==> src/core/rvc_pkg.sv <==
package rvc_pkg;

   // ----------------------------------------------------------------
   // Register bus shape and offsets
   // ----------------------------------------------------------------
   localparam int         ADDR_W        = 3;
   localparam int         DATA_W        = 8;
   localparam logic [2:0] ADDR_FIXREF   = 3'h0;
   localparam logic [2:0] ADDR_GEN_A    = 3'h1;
   localparam logic [2:0] ADDR_GEN_B    = 3'h2;
   localparam logic [2:0] ADDR_IRQ_STAT = 3'h3;
   localparam logic [2:0] ADDR_IRQ_MASK = 3'h4;

   // ----------------------------------------------------------------
   // Field positions and widths
   // ----------------------------------------------------------------
   localparam int FIX_READY_BIT  = 7;
   localparam int FIX_ON_BIT     = 6;
   localparam int FIX_SENSE_LSB  = 2;
   localparam int FIX_CONV_LSB   = 0;
   localparam int GAIN_W         = 2;
   localparam int GEN_ON_BIT     = 7;
   localparam int GEN_IDLE_BIT   = 6;
   localparam int GEN_PIN_BIT    = 5;
   localparam int GEN_SRC_LSB    = 2;
   localparam int SRC_W          = 2;
   localparam int CODE_LSB       = 0;
   localparam int CODE_W         = 5;
   localparam int IRQ_W          = 2;
   localparam int IRQ_READY_RISE = 0;
   localparam int IRQ_READY_FALL = 1;

   // ----------------------------------------------------------------
   // Writable bits and reset values
   // ----------------------------------------------------------------
   localparam logic [7:0] FIX_WR_MASK   = 8'h4f;
   localparam logic [7:0] GEN_A_WR_MASK = 8'hec;
   localparam logic [7:0] GEN_B_WR_MASK = 8'h1f;
   localparam logic [7:0] REG_RESET     = 8'h00;
   localparam logic [1:0] IRQ_RESET     = 2'h0;

   // ----------------------------------------------------------------
   // Gain and source encodings
   // ----------------------------------------------------------------
   localparam logic [1:0] GAIN_OFF   = 2'h0;
   localparam logic [1:0] GAIN_X1    = 2'h1;
   localparam logic [1:0] GAIN_X2    = 2'h2;
   localparam logic [1:0] GAIN_X4    = 2'h3;
   localparam logic [1:0] SRC_SUPPLY = 2'h0;
   localparam logic [1:0] SRC_EXTPIN = 2'h1;
   localparam logic [1:0] SRC_FIXED  = 2'h2;

   // ----------------------------------------------------------------
   // Stabilisation timing
   // ----------------------------------------------------------------
   localparam int          CLK_PERIOD_NS = 8;
   localparam int          STAB_TIME_NS  = 20000;
   localparam int          STAB_CYCLES   = (STAB_TIME_NS + CLK_PERIOD_NS - 1) / CLK_PERIOD_NS;
   localparam int          STAB_CNT_W    = 12;
   localparam logic [11:0] STAB_LAST     = 12'(STAB_CYCLES - 1);

   // Settling sequencer states
   typedef enum logic [1:0] {ST_IDLE, ST_SETTLE, ST_READY} rvc_settle_type;

endpackage : rvc_pkg

==> src/core/rvc_ready_timer.sv <==
`timescale 1ns/1ns
module rvc_ready_timer
(
   // Clock and reset
   input  wire logic clk_in,
   input  wire logic arst_n_in,
   // Reference enable from control register
   input  wire logic enable_in,
   // Stable indication
   output logic      ready_out
);

   rvc_pkg::rvc_settle_type state_q;
   rvc_pkg::rvc_settle_type state_d;
   logic [11:0]             cnt_q;
   logic [11:0]             cnt_d;

   // ----------------------------------------------------------------
   // Settling sequencer
   // ----------------------------------------------------------------

   // Next state and settle count
   always_comb
   begin
      state_d = state_q;
      cnt_d   = cnt_q;
      case (state_q)
         rvc_pkg::ST_IDLE:
         begin
            cnt_d = 12'h000;
            if (enable_in)
               state_d = rvc_pkg::ST_SETTLE;
         end
         rvc_pkg::ST_SETTLE:
         begin
            if (!enable_in)
               state_d = rvc_pkg::ST_IDLE;
            else if (cnt_q == rvc_pkg::STAB_LAST)
               state_d = rvc_pkg::ST_READY;
            else
               cnt_d = cnt_q + 12'h001;
         end
         rvc_pkg::ST_READY:
         begin
            if (!enable_in)
               state_d = rvc_pkg::ST_IDLE;
         end
         default:
         begin
            state_d = rvc_pkg::ST_IDLE;
         end
      endcase
   end

   // Sequencer registers
   always_ff @(posedge clk_in or negedge arst_n_in)
   begin
      if (!arst_n_in)
      begin
         state_q   <= rvc_pkg::ST_IDLE;
         cnt_q     <= 12'h000;
         ready_out <= 1'b0;
      end
      else
      begin
         state_q   <= state_d;
         cnt_q     <= cnt_d;
         ready_out <= (state_d == rvc_pkg::ST_READY);
      end
   end

   // ----------------------------------------------------------------
   // Checks
   // ----------------------------------------------------------------

   // Consecutive cycles with the reference on
   logic [11:0] on_cnt_q;
   always_ff @(posedge clk_in or negedge arst_n_in)
   begin
      if (!arst_n_in)
         on_cnt_q <= 12'h000;
      else if (!enable_in)
         on_cnt_q <= 12'h000;
      else if (on_cnt_q != 12'hfff)
         on_cnt_q <= on_cnt_q + 12'h001;
   end
endmodule : rvc_ready_timer

==> src/core/rvc_top.sv <==
// Operation
// - Reference and gain amplifiers are powered only while the on bit is one.
// - Ready flag stays low until the settle time passes, then goes high; with WIDE_SUPPLY set it reads high always.
// - Converter gain field: off, 1x, 2x or 4x of the base level.
// - Sense/level gain field decoded the same way, independent of converter.
// - Level generator off zeroes its code, ties the output low or high by idle select and removes its power.
// - Five-bit level code picks one of 32 output levels.
// - Pin drive bit routes level to pin and cuts digital buffer and input.
// - Digital read of the level pin returns zero while in reference mode.
// - Waking from sleep leaves the first generator register unchanged.
// - Idle select picks negative or positive source while generator is off.
// - Reset clears level code and disables reference and generator.
// - Reset returns the level pin to normal digital use.
//
// Local design decisions: the placing of the registers and the address-and-strobe port.
`timescale 1ns/1ns
module rvc_top
#(
   parameter bit WIDE_SUPPLY = 1'b0
)
(
   // Clock and reset
   input  wire logic       MCLK_IN,
   input  wire logic       ARST_N_IN,
   // Register port
   input  wire logic [2:0] ADDR_IN,
   input  wire logic [7:0] WR_DATA_IN,
   input  wire logic       WR_STB_IN,
   input  wire logic       RD_STB_IN,
   output logic      [7:0] RD_DATA_OUT,
   // Interrupt
   output logic            IRQ_OUT,
   // Fixed reference controls
   output logic            REF_POWER_OUT,
   output logic      [2:0] CONV_GAIN_OUT,
   output logic      [2:0] SENSE_GAIN_OUT,
   // Level generator controls
   output logic            LEVEL_GEN_POWER_OUT,
   output logic      [4:0] LEVEL_CODE_OUT,
   output logic      [2:0] LEVEL_SRC_OUT,
   output logic            LEVEL_TIE_LOW_OUT,
   output logic            LEVEL_TIE_HIGH_OUT,
   // Level output pin
   input  wire logic       PIN_DOUT_IN,
   input  wire logic       PIN_DOE_IN,
   input  wire logic       LEVEL_OUT_PIN_IN,
   output logic            LEVEL_OUT_PIN_OUT,
   output logic            LEVEL_OUT_PIN_OE_OUT,
   output logic            LEVEL_PIN_ANALOG_OUT,
   output logic            PIN_READ_OUT
);

   logic [7:0] fixref_q;
   logic [7:0] fixref_d;
   logic [7:0] gen_a_q;
   logic [7:0] gen_a_d;
   logic [7:0] gen_b_q;
   logic [7:0] gen_b_d;
   logic [1:0] stat_q;
   logic [1:0] stat_d;
   logic [1:0] mask_q;
   logic [1:0] mask_d;
   logic       ready_w;
   logic       ready_prev_q;
   logic       ready_rd;
   logic [7:0] rd_data_d;
   logic       irq_d;
   logic [1:0] gain_sel [2];
   logic [2:0] gain_hot_d [2];
   logic       lvl_power_d;
   logic [4:0] lvl_code_d;
   logic [2:0] lvl_src_d;
   logic       tie_low_d;
   logic       tie_high_d;
   logic       pin_s1_q;
   logic       pin_s2_q;
   logic       pin_s3_q;
   logic       pin_filt_q;
   logic       pin_filt_d;
   logic       pin_analog_d;
   logic       pin_out_d;
   logic       pin_oe_d;
   logic       pin_read_d;
   logic       wr_fix;
   logic       wr_gen_a;
   logic       wr_gen_b;

   // ----------------------------------------------------------------
   // Register writes
   // ----------------------------------------------------------------

   // Write decode
   assign wr_fix   = WR_STB_IN && (ADDR_IN == rvc_pkg::ADDR_FIXREF);
   assign wr_gen_a = WR_STB_IN && (ADDR_IN == rvc_pkg::ADDR_GEN_A);
   assign wr_gen_b = WR_STB_IN && (ADDR_IN == rvc_pkg::ADDR_GEN_B);

   // Next register values; only bus writes change them
   always_comb
   begin
      fixref_d = fixref_q;
      gen_a_d  = gen_a_q;
      gen_b_d  = gen_b_q;
      mask_d   = mask_q;
      if (wr_fix)
         fixref_d = WR_DATA_IN & rvc_pkg::FIX_WR_MASK;
      if (wr_gen_a)
         gen_a_d = WR_DATA_IN & rvc_pkg::GEN_A_WR_MASK;
      if (wr_gen_b)
         gen_b_d = WR_DATA_IN & rvc_pkg::GEN_B_WR_MASK;
      if (WR_STB_IN && (ADDR_IN == rvc_pkg::ADDR_IRQ_MASK))
         mask_d = WR_DATA_IN[1:0];
   end

   // Control registers, all cleared by reset
   always_ff @(posedge MCLK_IN or negedge ARST_N_IN)
   begin
      if (!ARST_N_IN)
      begin
         fixref_q <= rvc_pkg::REG_RESET;
         gen_a_q  <= rvc_pkg::REG_RESET;
         gen_b_q  <= rvc_pkg::REG_RESET;
         mask_q   <= rvc_pkg::IRQ_RESET;
      end
      else
      begin
         fixref_q <= fixref_d;
         gen_a_q  <= gen_a_d;
         gen_b_q  <= gen_b_d;
         mask_q   <= mask_d;
      end
   end

   // ----------------------------------------------------------------
   // Fixed reference and gain amplifiers
   // ----------------------------------------------------------------

   // Settling timer
   rvc_ready_timer u_ready
   (
      .clk_in    (MCLK_IN),
      .arst_n_in (ARST_N_IN),
      .enable_in (fixref_q[rvc_pkg::FIX_ON_BIT]),
      .ready_out (ready_w)
   );

   // Variant forces ready high on reads
   assign ready_rd = WIDE_SUPPLY | ready_w;

   // Gain field selects, converter then sense path
   assign gain_sel[0] = fixref_q[rvc_pkg::FIX_CONV_LSB +: rvc_pkg::GAIN_W];
   assign gain_sel[1] = fixref_q[rvc_pkg::FIX_SENSE_LSB +: rvc_pkg::GAIN_W];

   // One-hot amplifier selects, dark while reference is off
   for (genvar g = 0; g < 2; g++)
   begin : g_gain
      always_comb
      begin
         gain_hot_d[g] = 3'h0;
         if (fixref_q[rvc_pkg::FIX_ON_BIT])
         begin
            case (gain_sel[g])
               rvc_pkg::GAIN_X1: gain_hot_d[g] = 3'h1;
               rvc_pkg::GAIN_X2: gain_hot_d[g] = 3'h2;
               rvc_pkg::GAIN_X4: gain_hot_d[g] = 3'h4;
               default:          gain_hot_d[g] = 3'h0;
            endcase
         end
      end
   end

   // Reference output registers
   always_ff @(posedge MCLK_IN or negedge ARST_N_IN)
   begin
      if (!ARST_N_IN)
      begin
         REF_POWER_OUT  <= 1'b0;
         CONV_GAIN_OUT  <= 3'h0;
         SENSE_GAIN_OUT <= 3'h0;
      end
      else
      begin
         REF_POWER_OUT  <= fixref_q[rvc_pkg::FIX_ON_BIT];
         CONV_GAIN_OUT  <= gain_hot_d[0];
         SENSE_GAIN_OUT <= gain_hot_d[1];
      end
   end

   // ----------------------------------------------------------------
   // Level generator
   // ----------------------------------------------------------------

   // Generator power, code, source and idle tie
   always_comb
   begin
      lvl_power_d = gen_a_q[rvc_pkg::GEN_ON_BIT];
      lvl_code_d  = 5'h00;
      if (lvl_power_d)
         lvl_code_d = gen_b_q[rvc_pkg::CODE_LSB +: rvc_pkg::CODE_W];
      tie_low_d  = !lvl_power_d && !gen_a_q[rvc_pkg::GEN_IDLE_BIT];
      tie_high_d = !lvl_power_d && gen_a_q[rvc_pkg::GEN_IDLE_BIT];
      case (gen_a_q[rvc_pkg::GEN_SRC_LSB +: rvc_pkg::SRC_W])
         rvc_pkg::SRC_SUPPLY: lvl_src_d = 3'h1;
         rvc_pkg::SRC_EXTPIN: lvl_src_d = 3'h2;
         rvc_pkg::SRC_FIXED:  lvl_src_d = 3'h4;
         default:             lvl_src_d = 3'h0;
      endcase
   end

   // Generator output registers
   always_ff @(posedge MCLK_IN or negedge ARST_N_IN)
   begin
      if (!ARST_N_IN)
      begin
         LEVEL_GEN_POWER_OUT <= 1'b0;
         LEVEL_CODE_OUT      <= 5'h00;
         LEVEL_SRC_OUT       <= 3'h0;
         LEVEL_TIE_LOW_OUT   <= 1'b0;
         LEVEL_TIE_HIGH_OUT  <= 1'b0;
      end
      else
      begin
         LEVEL_GEN_POWER_OUT <= lvl_power_d;
         LEVEL_CODE_OUT      <= lvl_code_d;
         LEVEL_SRC_OUT       <= lvl_src_d;
         LEVEL_TIE_LOW_OUT   <= tie_low_d;
         LEVEL_TIE_HIGH_OUT  <= tie_high_d;
      end
   end

   // ----------------------------------------------------------------
   // Level output pin
   // ----------------------------------------------------------------

   // Pin filter and analog takeover
   always_comb
   begin
      pin_filt_d = pin_filt_q;
      if (pin_s2_q == pin_s3_q)
         pin_filt_d = pin_s3_q;
      pin_analog_d = gen_a_q[rvc_pkg::GEN_PIN_BIT];
      pin_oe_d     = PIN_DOE_IN && !pin_analog_d;
      pin_out_d    = PIN_DOUT_IN && !pin_analog_d;
      pin_read_d   = pin_filt_q && !pin_analog_d;
   end

   // Pin synchroniser and pin registers
   always_ff @(posedge MCLK_IN or negedge ARST_N_IN)
   begin
      if (!ARST_N_IN)
      begin
         pin_s1_q             <= 1'b0;
         pin_s2_q             <= 1'b0;
         pin_s3_q             <= 1'b0;
         pin_filt_q           <= 1'b0;
         LEVEL_PIN_ANALOG_OUT <= 1'b0;
         LEVEL_OUT_PIN_OE_OUT <= 1'b0;
         LEVEL_OUT_PIN_OUT    <= 1'b0;
         PIN_READ_OUT         <= 1'b0;
      end
      else
      begin
         pin_s1_q             <= LEVEL_OUT_PIN_IN;
         pin_s2_q             <= pin_s1_q;
         pin_s3_q             <= pin_s2_q;
         pin_filt_q           <= pin_filt_d;
         LEVEL_PIN_ANALOG_OUT <= pin_analog_d;
         LEVEL_OUT_PIN_OE_OUT <= pin_oe_d;
         LEVEL_OUT_PIN_OUT    <= pin_out_d;
         PIN_READ_OUT         <= pin_read_d;
      end
   end

   // ----------------------------------------------------------------
   // Interrupts and read data
   // ----------------------------------------------------------------

   // Sticky events, set wins over write-one clear
   always_comb
   begin
      stat_d = stat_q;
      if (WR_STB_IN && (ADDR_IN == rvc_pkg::ADDR_IRQ_STAT))
         stat_d = stat_q & ~WR_DATA_IN[1:0];
      if (ready_w && !ready_prev_q)
         stat_d[rvc_pkg::IRQ_READY_RISE] = 1'b1;
      if (!ready_w && ready_prev_q)
         stat_d[rvc_pkg::IRQ_READY_FALL] = 1'b1;
      irq_d = |(stat_q & mask_q);
   end

   // Read mux, zero outside the answer cycle and for unmapped offsets
   always_comb
   begin
      rd_data_d = 8'h00;
      if (RD_STB_IN)
      begin
         case (ADDR_IN)
            rvc_pkg::ADDR_FIXREF:   rd_data_d = {ready_rd, fixref_q[6:0]};
            rvc_pkg::ADDR_GEN_A:    rd_data_d = gen_a_q;
            rvc_pkg::ADDR_GEN_B:    rd_data_d = gen_b_q;
            rvc_pkg::ADDR_IRQ_STAT: rd_data_d = {6'h00, stat_q};
            rvc_pkg::ADDR_IRQ_MASK: rd_data_d = {6'h00, mask_q};
            default:                rd_data_d = 8'h00;
         endcase
      end
   end

   // Status and answer registers
   always_ff @(posedge MCLK_IN or negedge ARST_N_IN)
   begin
      if (!ARST_N_IN)
      begin
         stat_q       <= rvc_pkg::IRQ_RESET;
         ready_prev_q <= 1'b0;
         IRQ_OUT      <= 1'b0;
         RD_DATA_OUT  <= 8'h00;
      end
      else
      begin
         stat_q       <= stat_d;
         ready_prev_q <= ready_w;
         IRQ_OUT      <= irq_d;
         RD_DATA_OUT  <= rd_data_d;
      end
   end
endmodule : rvc_top

==> config.mk <==
export PLATFORM = sky130hd
export DESIGN_NAME = rvc_top
export DESIGN_NICKNAME = d
export VERILOG_FILES = /design/src/core/rvc_pkg.sv /design/src/core/rvc_ready_timer.sv /design/src/core/rvc_top.sv
export SDC_FILE = /design/constraint.sdc
export NUM_CORES = 1
export LEC_CHECK = 0
export BUFFER_PORTS_ARGS = -buffer_cell sky130_fd_sc_hd__buf_2
export CAP_MARGIN = 30
export CORE_AREA = 2 2 72 87
export CTS_BUF_LIST = sky130_fd_sc_hd__clkbuf_8
export CTS_CLUSTER_SIZE = 14
export DETAILED_ROUTE_END_ITERATION = 7
export DIE_AREA = 0 0 74 89
export PLACE_DENSITY = 0.68
export SYNTH_ARGS = -nofsm -noshare
export SYNTH_HDL_FRONTEND = slang
export SYNTH_SLANG_ARGS = --single-unit
==> constraint.sdc <==
create_clock -name MCLK_IN -period 2 [get_ports MCLK_IN]
set_input_delay 0 -clock MCLK_IN [delete_from_list [all_inputs] [get_ports MCLK_IN]]
set_output_delay 0 -clock MCLK_IN [all_outputs]
set_load 0.03 [all_outputs]
==> qor.csv <==
stage;metric;value;unit
floorplanning;Initial Utilization;49.2;%
floorplanning;die outline width;74;microns
setup_path;CP Launch Type;flip-flop;
clock_tree;maximum level of the CTS H-tree;3;
routing;average wire per standard cell;12.7;microns
cells_and_area;antenna diode instance count;0;
power_and_ir_drop;Internal;2.57;mW
power_and_ir_drop;Sw Pwr;1.01;mW
clock_tree;clock root buffer;clkbuf_8;
synthesis;register bit count reported by yosys;70;
setup_path;depth of the most critical reg-to-reg path;4;
outcome;run status;complete, no violations;
power_and_ir_drop;Peak supply drop;0.499;mV
synthesis;number of nets in the synthesized netlist;247;
power_and_ir_drop;power density of the placed cells;1020;mW/mm^2
synthesis;average cell area after synthesis;12.2;sq um
power_and_ir_drop;Combinational Power Share;18.5;%
min_path;Worst Hold Path Cells;3;
routing;vias per cell;4.88;
place;PortBufs;48;
global_route;grt ovf;0;
place;Placed Cells incl. Taps;357;
sta;Final setup violation count;0;
place;final weighted congestion of routability-driven global placement;0.858;
sta;slew at the pin closest to its max-slew limit;0.612;ns
power_and_ir_drop;clock network power share;33.3;%
setup_path;critical path required time;2.22;ns
sta;unrepaired setup endpoints after global routing;no;
clock_tree;CTS tree;yes;
sta;worst-case clock skew;0.0110;ns
synthesis;Post-Synth XOR/XNOR Area;0.943;%
cells_and_area;share of layout cells above drive strength 1;30.9;%
sta;share of the cycle needed by the critical path after routing;89.3;%
synthesis;dominant combinational cell family by area after synthesis;simple AND/OR/NAND/NOR gates;
power_and_ir_drop;overall power after layout;3.58;mW
clock_tree;clock input transition at the sequential cells of the worst setup and hold paths;0.07;ns
setup_path;CP Capture Type;flip-flop;
global_route;gr usage total;16.7;%
synthesis;Synth Warn #;0;
sta;Rel. slew slack;59.2;%
synthesis;synthesized instance count;228;
floorplanning;floorplan row count;30;
setup_path;endpoint arrival time on the critical path;2.00;ns
floorplanning;I/O pins;49;
sta;Hold Fails Final Rpt;0;
global_route;maximum number of pins on one net before global-route repair;44;
cells_and_area;non-filler cells, final;387;
setup_path;CP max FO;4;
synthesis;Adder-Cell Fraction of Synth Area;0.808;%
clock_tree;number of buffers added by the clock tree synthesis step;9;
power_and_ir_drop;Sw Share;28.2;%
cells_and_area;synthesis-to-layout area growth;26.4;%
global_route;vias in the first global route;1809;
place;HPWL reported at the end of detailed placement;3380;microns
synthesis;sequential fraction of the synthesis area;62.9;%
floorplanning;Die Outline Area;0.00659;sq mm
global_route;number of antenna violations at the first check in global routing;0;
cells_and_area;number of nets in the finished design;321;
synthesis;share of cell area taken by muxes after synthesis;9.03;%
setup_path;category of the critical setup timing path;flip-flop to flip-flop;
routing;routed wire length;4930;microns
routing;number of routed nets with antenna violations;0;
min_path;path category of the worst min-delay check;input port to flip-flop;
routing;total via count in the routed design;1889;
floorplanning;height of the die;89;microns
sta;min Tclk post-route;1.79;ns
routing;DRC violations left;0;
routing;violation count after the first detailed-route iteration;144;
sta;sum of negative setup slack;0;ns
clock_tree;worst-skew pair later-pin latency;0.33;ns
clock_tree;Clock Tree Buf Depth;2;
synthesis;simple logic cell fraction of the synthesized area;18.0;%
synthesis;Post-Synthesis Cell Area;0.00279;sq mm
power_and_ir_drop;register share of total power;48.2;%
sta;fmax;0.560;GHz
job;Max-cap violations;0;
global_route;global-route wire length before repair;8190;microns
routing;number of iterations in the first detailed-routing pass;4;
floorplanning;core area;0.00567;sq mm
synthesis;fraction of the mapped netlist area in compound gates;6.74;%
clock_tree;clock tree sinks;70;
synthesis;Netlist cell types;36;
power_and_ir_drop;leakage;1.67;nW
sta;number of pins exceeding their max-slew limit in the final report;0;
-- cells in the final DEF, fill, tap and decap left out, drive strengths merged, types with 2 or more instances in the layout --
cell type / Yosys / routed
dfrtp: 70 / 70
buf: 1 / 54
nand2: 19 / 19
mux2: 17 / 17
nor2: 16 / 16
dlygate4sd3: 0 / 14
clkbuf: 4 / 13
nor2b: 10 / 10
a21oi: 10 / 10
o21ai: 7 / 7
inv: 5 / 6
and3: 6 / 6
mux2i: 6 / 6
and2: 6 / 6
nor3: 6 / 6
nand3: 5 / 5
or3: 5 / 5
o21a: 4 / 4
nand4: 4 / 4
nand2b: 3 / 3
or2: 3 / 3
xnor2: 3 / 3
or4b: 3 / 3
nor4: 2 / 2
a22o: 2 / 2
o311ai: 2 / 2
-- per-stage QoR --
stage | worst slack [ns] | hold slack, ns | area [sq um] | util (%)
global placement | 0.156 | 0.0425 | 3160 | 55.7
CTS | 0.0844 | 0.0298 | 3520 | 62.1
global route | 0.139 | 0.0641 | 3520 | 62.1
floorplan | 0.160 | -0.296 | 2790 | -
detailed placement | 0.101 | 0.0396 | 3160 | 55.7
finish | 0.215 | 0.0482 | 3520 | 62.1
-- flip-flops by register name (all words and copies together) (netlist names), 2 cells and up --
name / count
u_ready.cnt_q: 12
RD_DATA_OUT: 8
LEVEL_CODE_OUT: 5
fixref_q: 5
gen_a_q: 5
gen_b_q: 5
CONV_GAIN_OUT: 3
LEVEL_SRC_OUT: 3
SENSE_GAIN_OUT: 3
mask_q: 2
stat_q: 2
u_ready.state_q: 2
-- path summary, 6_finish.rpt --
| path | startpoint | endpoint | slack (ns) |
|---|---|---|---|
| setup / recovery | u_ready.cnt_q[4] | u_ready.cnt_q[1] | 0.21 |
| hold / removal | ADDR_IN[0] | RD_DATA_OUT[5] | 0.05 |
| setup reg to reg | u_ready.cnt_q[4] | u_ready.cnt_q[1] | 0.21 |
| hold reg to reg | pin_s1_q | pin_s2_q | 0.35 |
| max in group asynchronous | ARST_N_IN | u_ready.cnt_q[8] | 1.15 |
| min in group asynchronous | ARST_N_IN | LEVEL_OUT_PIN_OE_OUT | 0.22 |
-- synthesized netlist by cell type, drive strengths merged --
master  number  area share (%)
dfrtp       70              63
nand2       19             2.6
mux2        17             6.9
nor2        16             2.2
a21oi       10             1.8
nor2b       10             2.2
o21ai        7             1.3
and2         6             1.3
and3         6             1.3
mux2i        6             2.2
nor3         6             1.3
inv          5            0.67
nand3        5            0.90
or3          5             1.1
clkbuf       4            0.54
nand4        4            0.90
o21a         4             1.1
nand2b       3            0.67
or2          3            0.67
or4b         3             1.2
xnor2        3            0.94
a22o         2            0.63
nor4         2            0.45
o311ai       2            0.63
a41oi        1            0.31
and2b        1            0.31
and3b        1            0.31
buf          1            0.40
ha           1            0.45
maj3         1            0.36
nor3b        1            0.27
o211ai       1            0.27
o31ai        1            0.76
or4          1            0.27
-- power groups by stage --
stage	logic (mW)	clock network [mW]	registers, mW
floorplan	0.249	0	1.93
global placement	0.642	0	1.75
detailed placement	0.646	0	1.75
CTS	0.670	1.22	1.73
global route	0.731	1.29	1.76
finish	0.662	1.19	1.73
-- critical path, stage by stage (launching register included) --
cell and delay, ns:
dfrtp_1 0.40, or4b_2 0.76, o31ai_4 0.31, nand3_1 0.10, o311ai_0 0.10
-- logic make-up after synthesis --
family | count (synthesis)
xor gates and xnor gates | 3
adders and majority gates | 2
and+or+nand+nor | 92
buffers and inverters | 10
AOI/OAI and AO/OA | 28
DFF | 70
muxes | 23
-- area by class of cell --
| class | instances | area [sq um] |
|---|---|---|
| Clock buffer | 13 | 179 |
| Clock inverter | 3 | 41.3 |
| Fill cell | 459 | 2150 |
| Inverter | 5 | 18.8 |
| Multi-Input combinational cell | 148 | 993 |
| Sequential cell | 70 | 1750 |
| Tap cell | 80 | 100 |
| Timing Repair Buffer | 68 | 438 |
-- layer usage --
metal  up-vias  GRT usage [%]  share of wire [%]
met4         0           8.76                2.5
met5         -              0                  0
met1       897           20.4                 45
met3        11           4.17                3.5
met2        39           27.3                 49
li1        942              -                  -
-- what timing repair did --
item	CTS	global route
hold endpoints to repair	50	0
gates resized for setup	0	1
setup endpoints to repair	0	3
hold buffers	14	0
setup buffers	0	0
(Power assumes the default switching activity.)
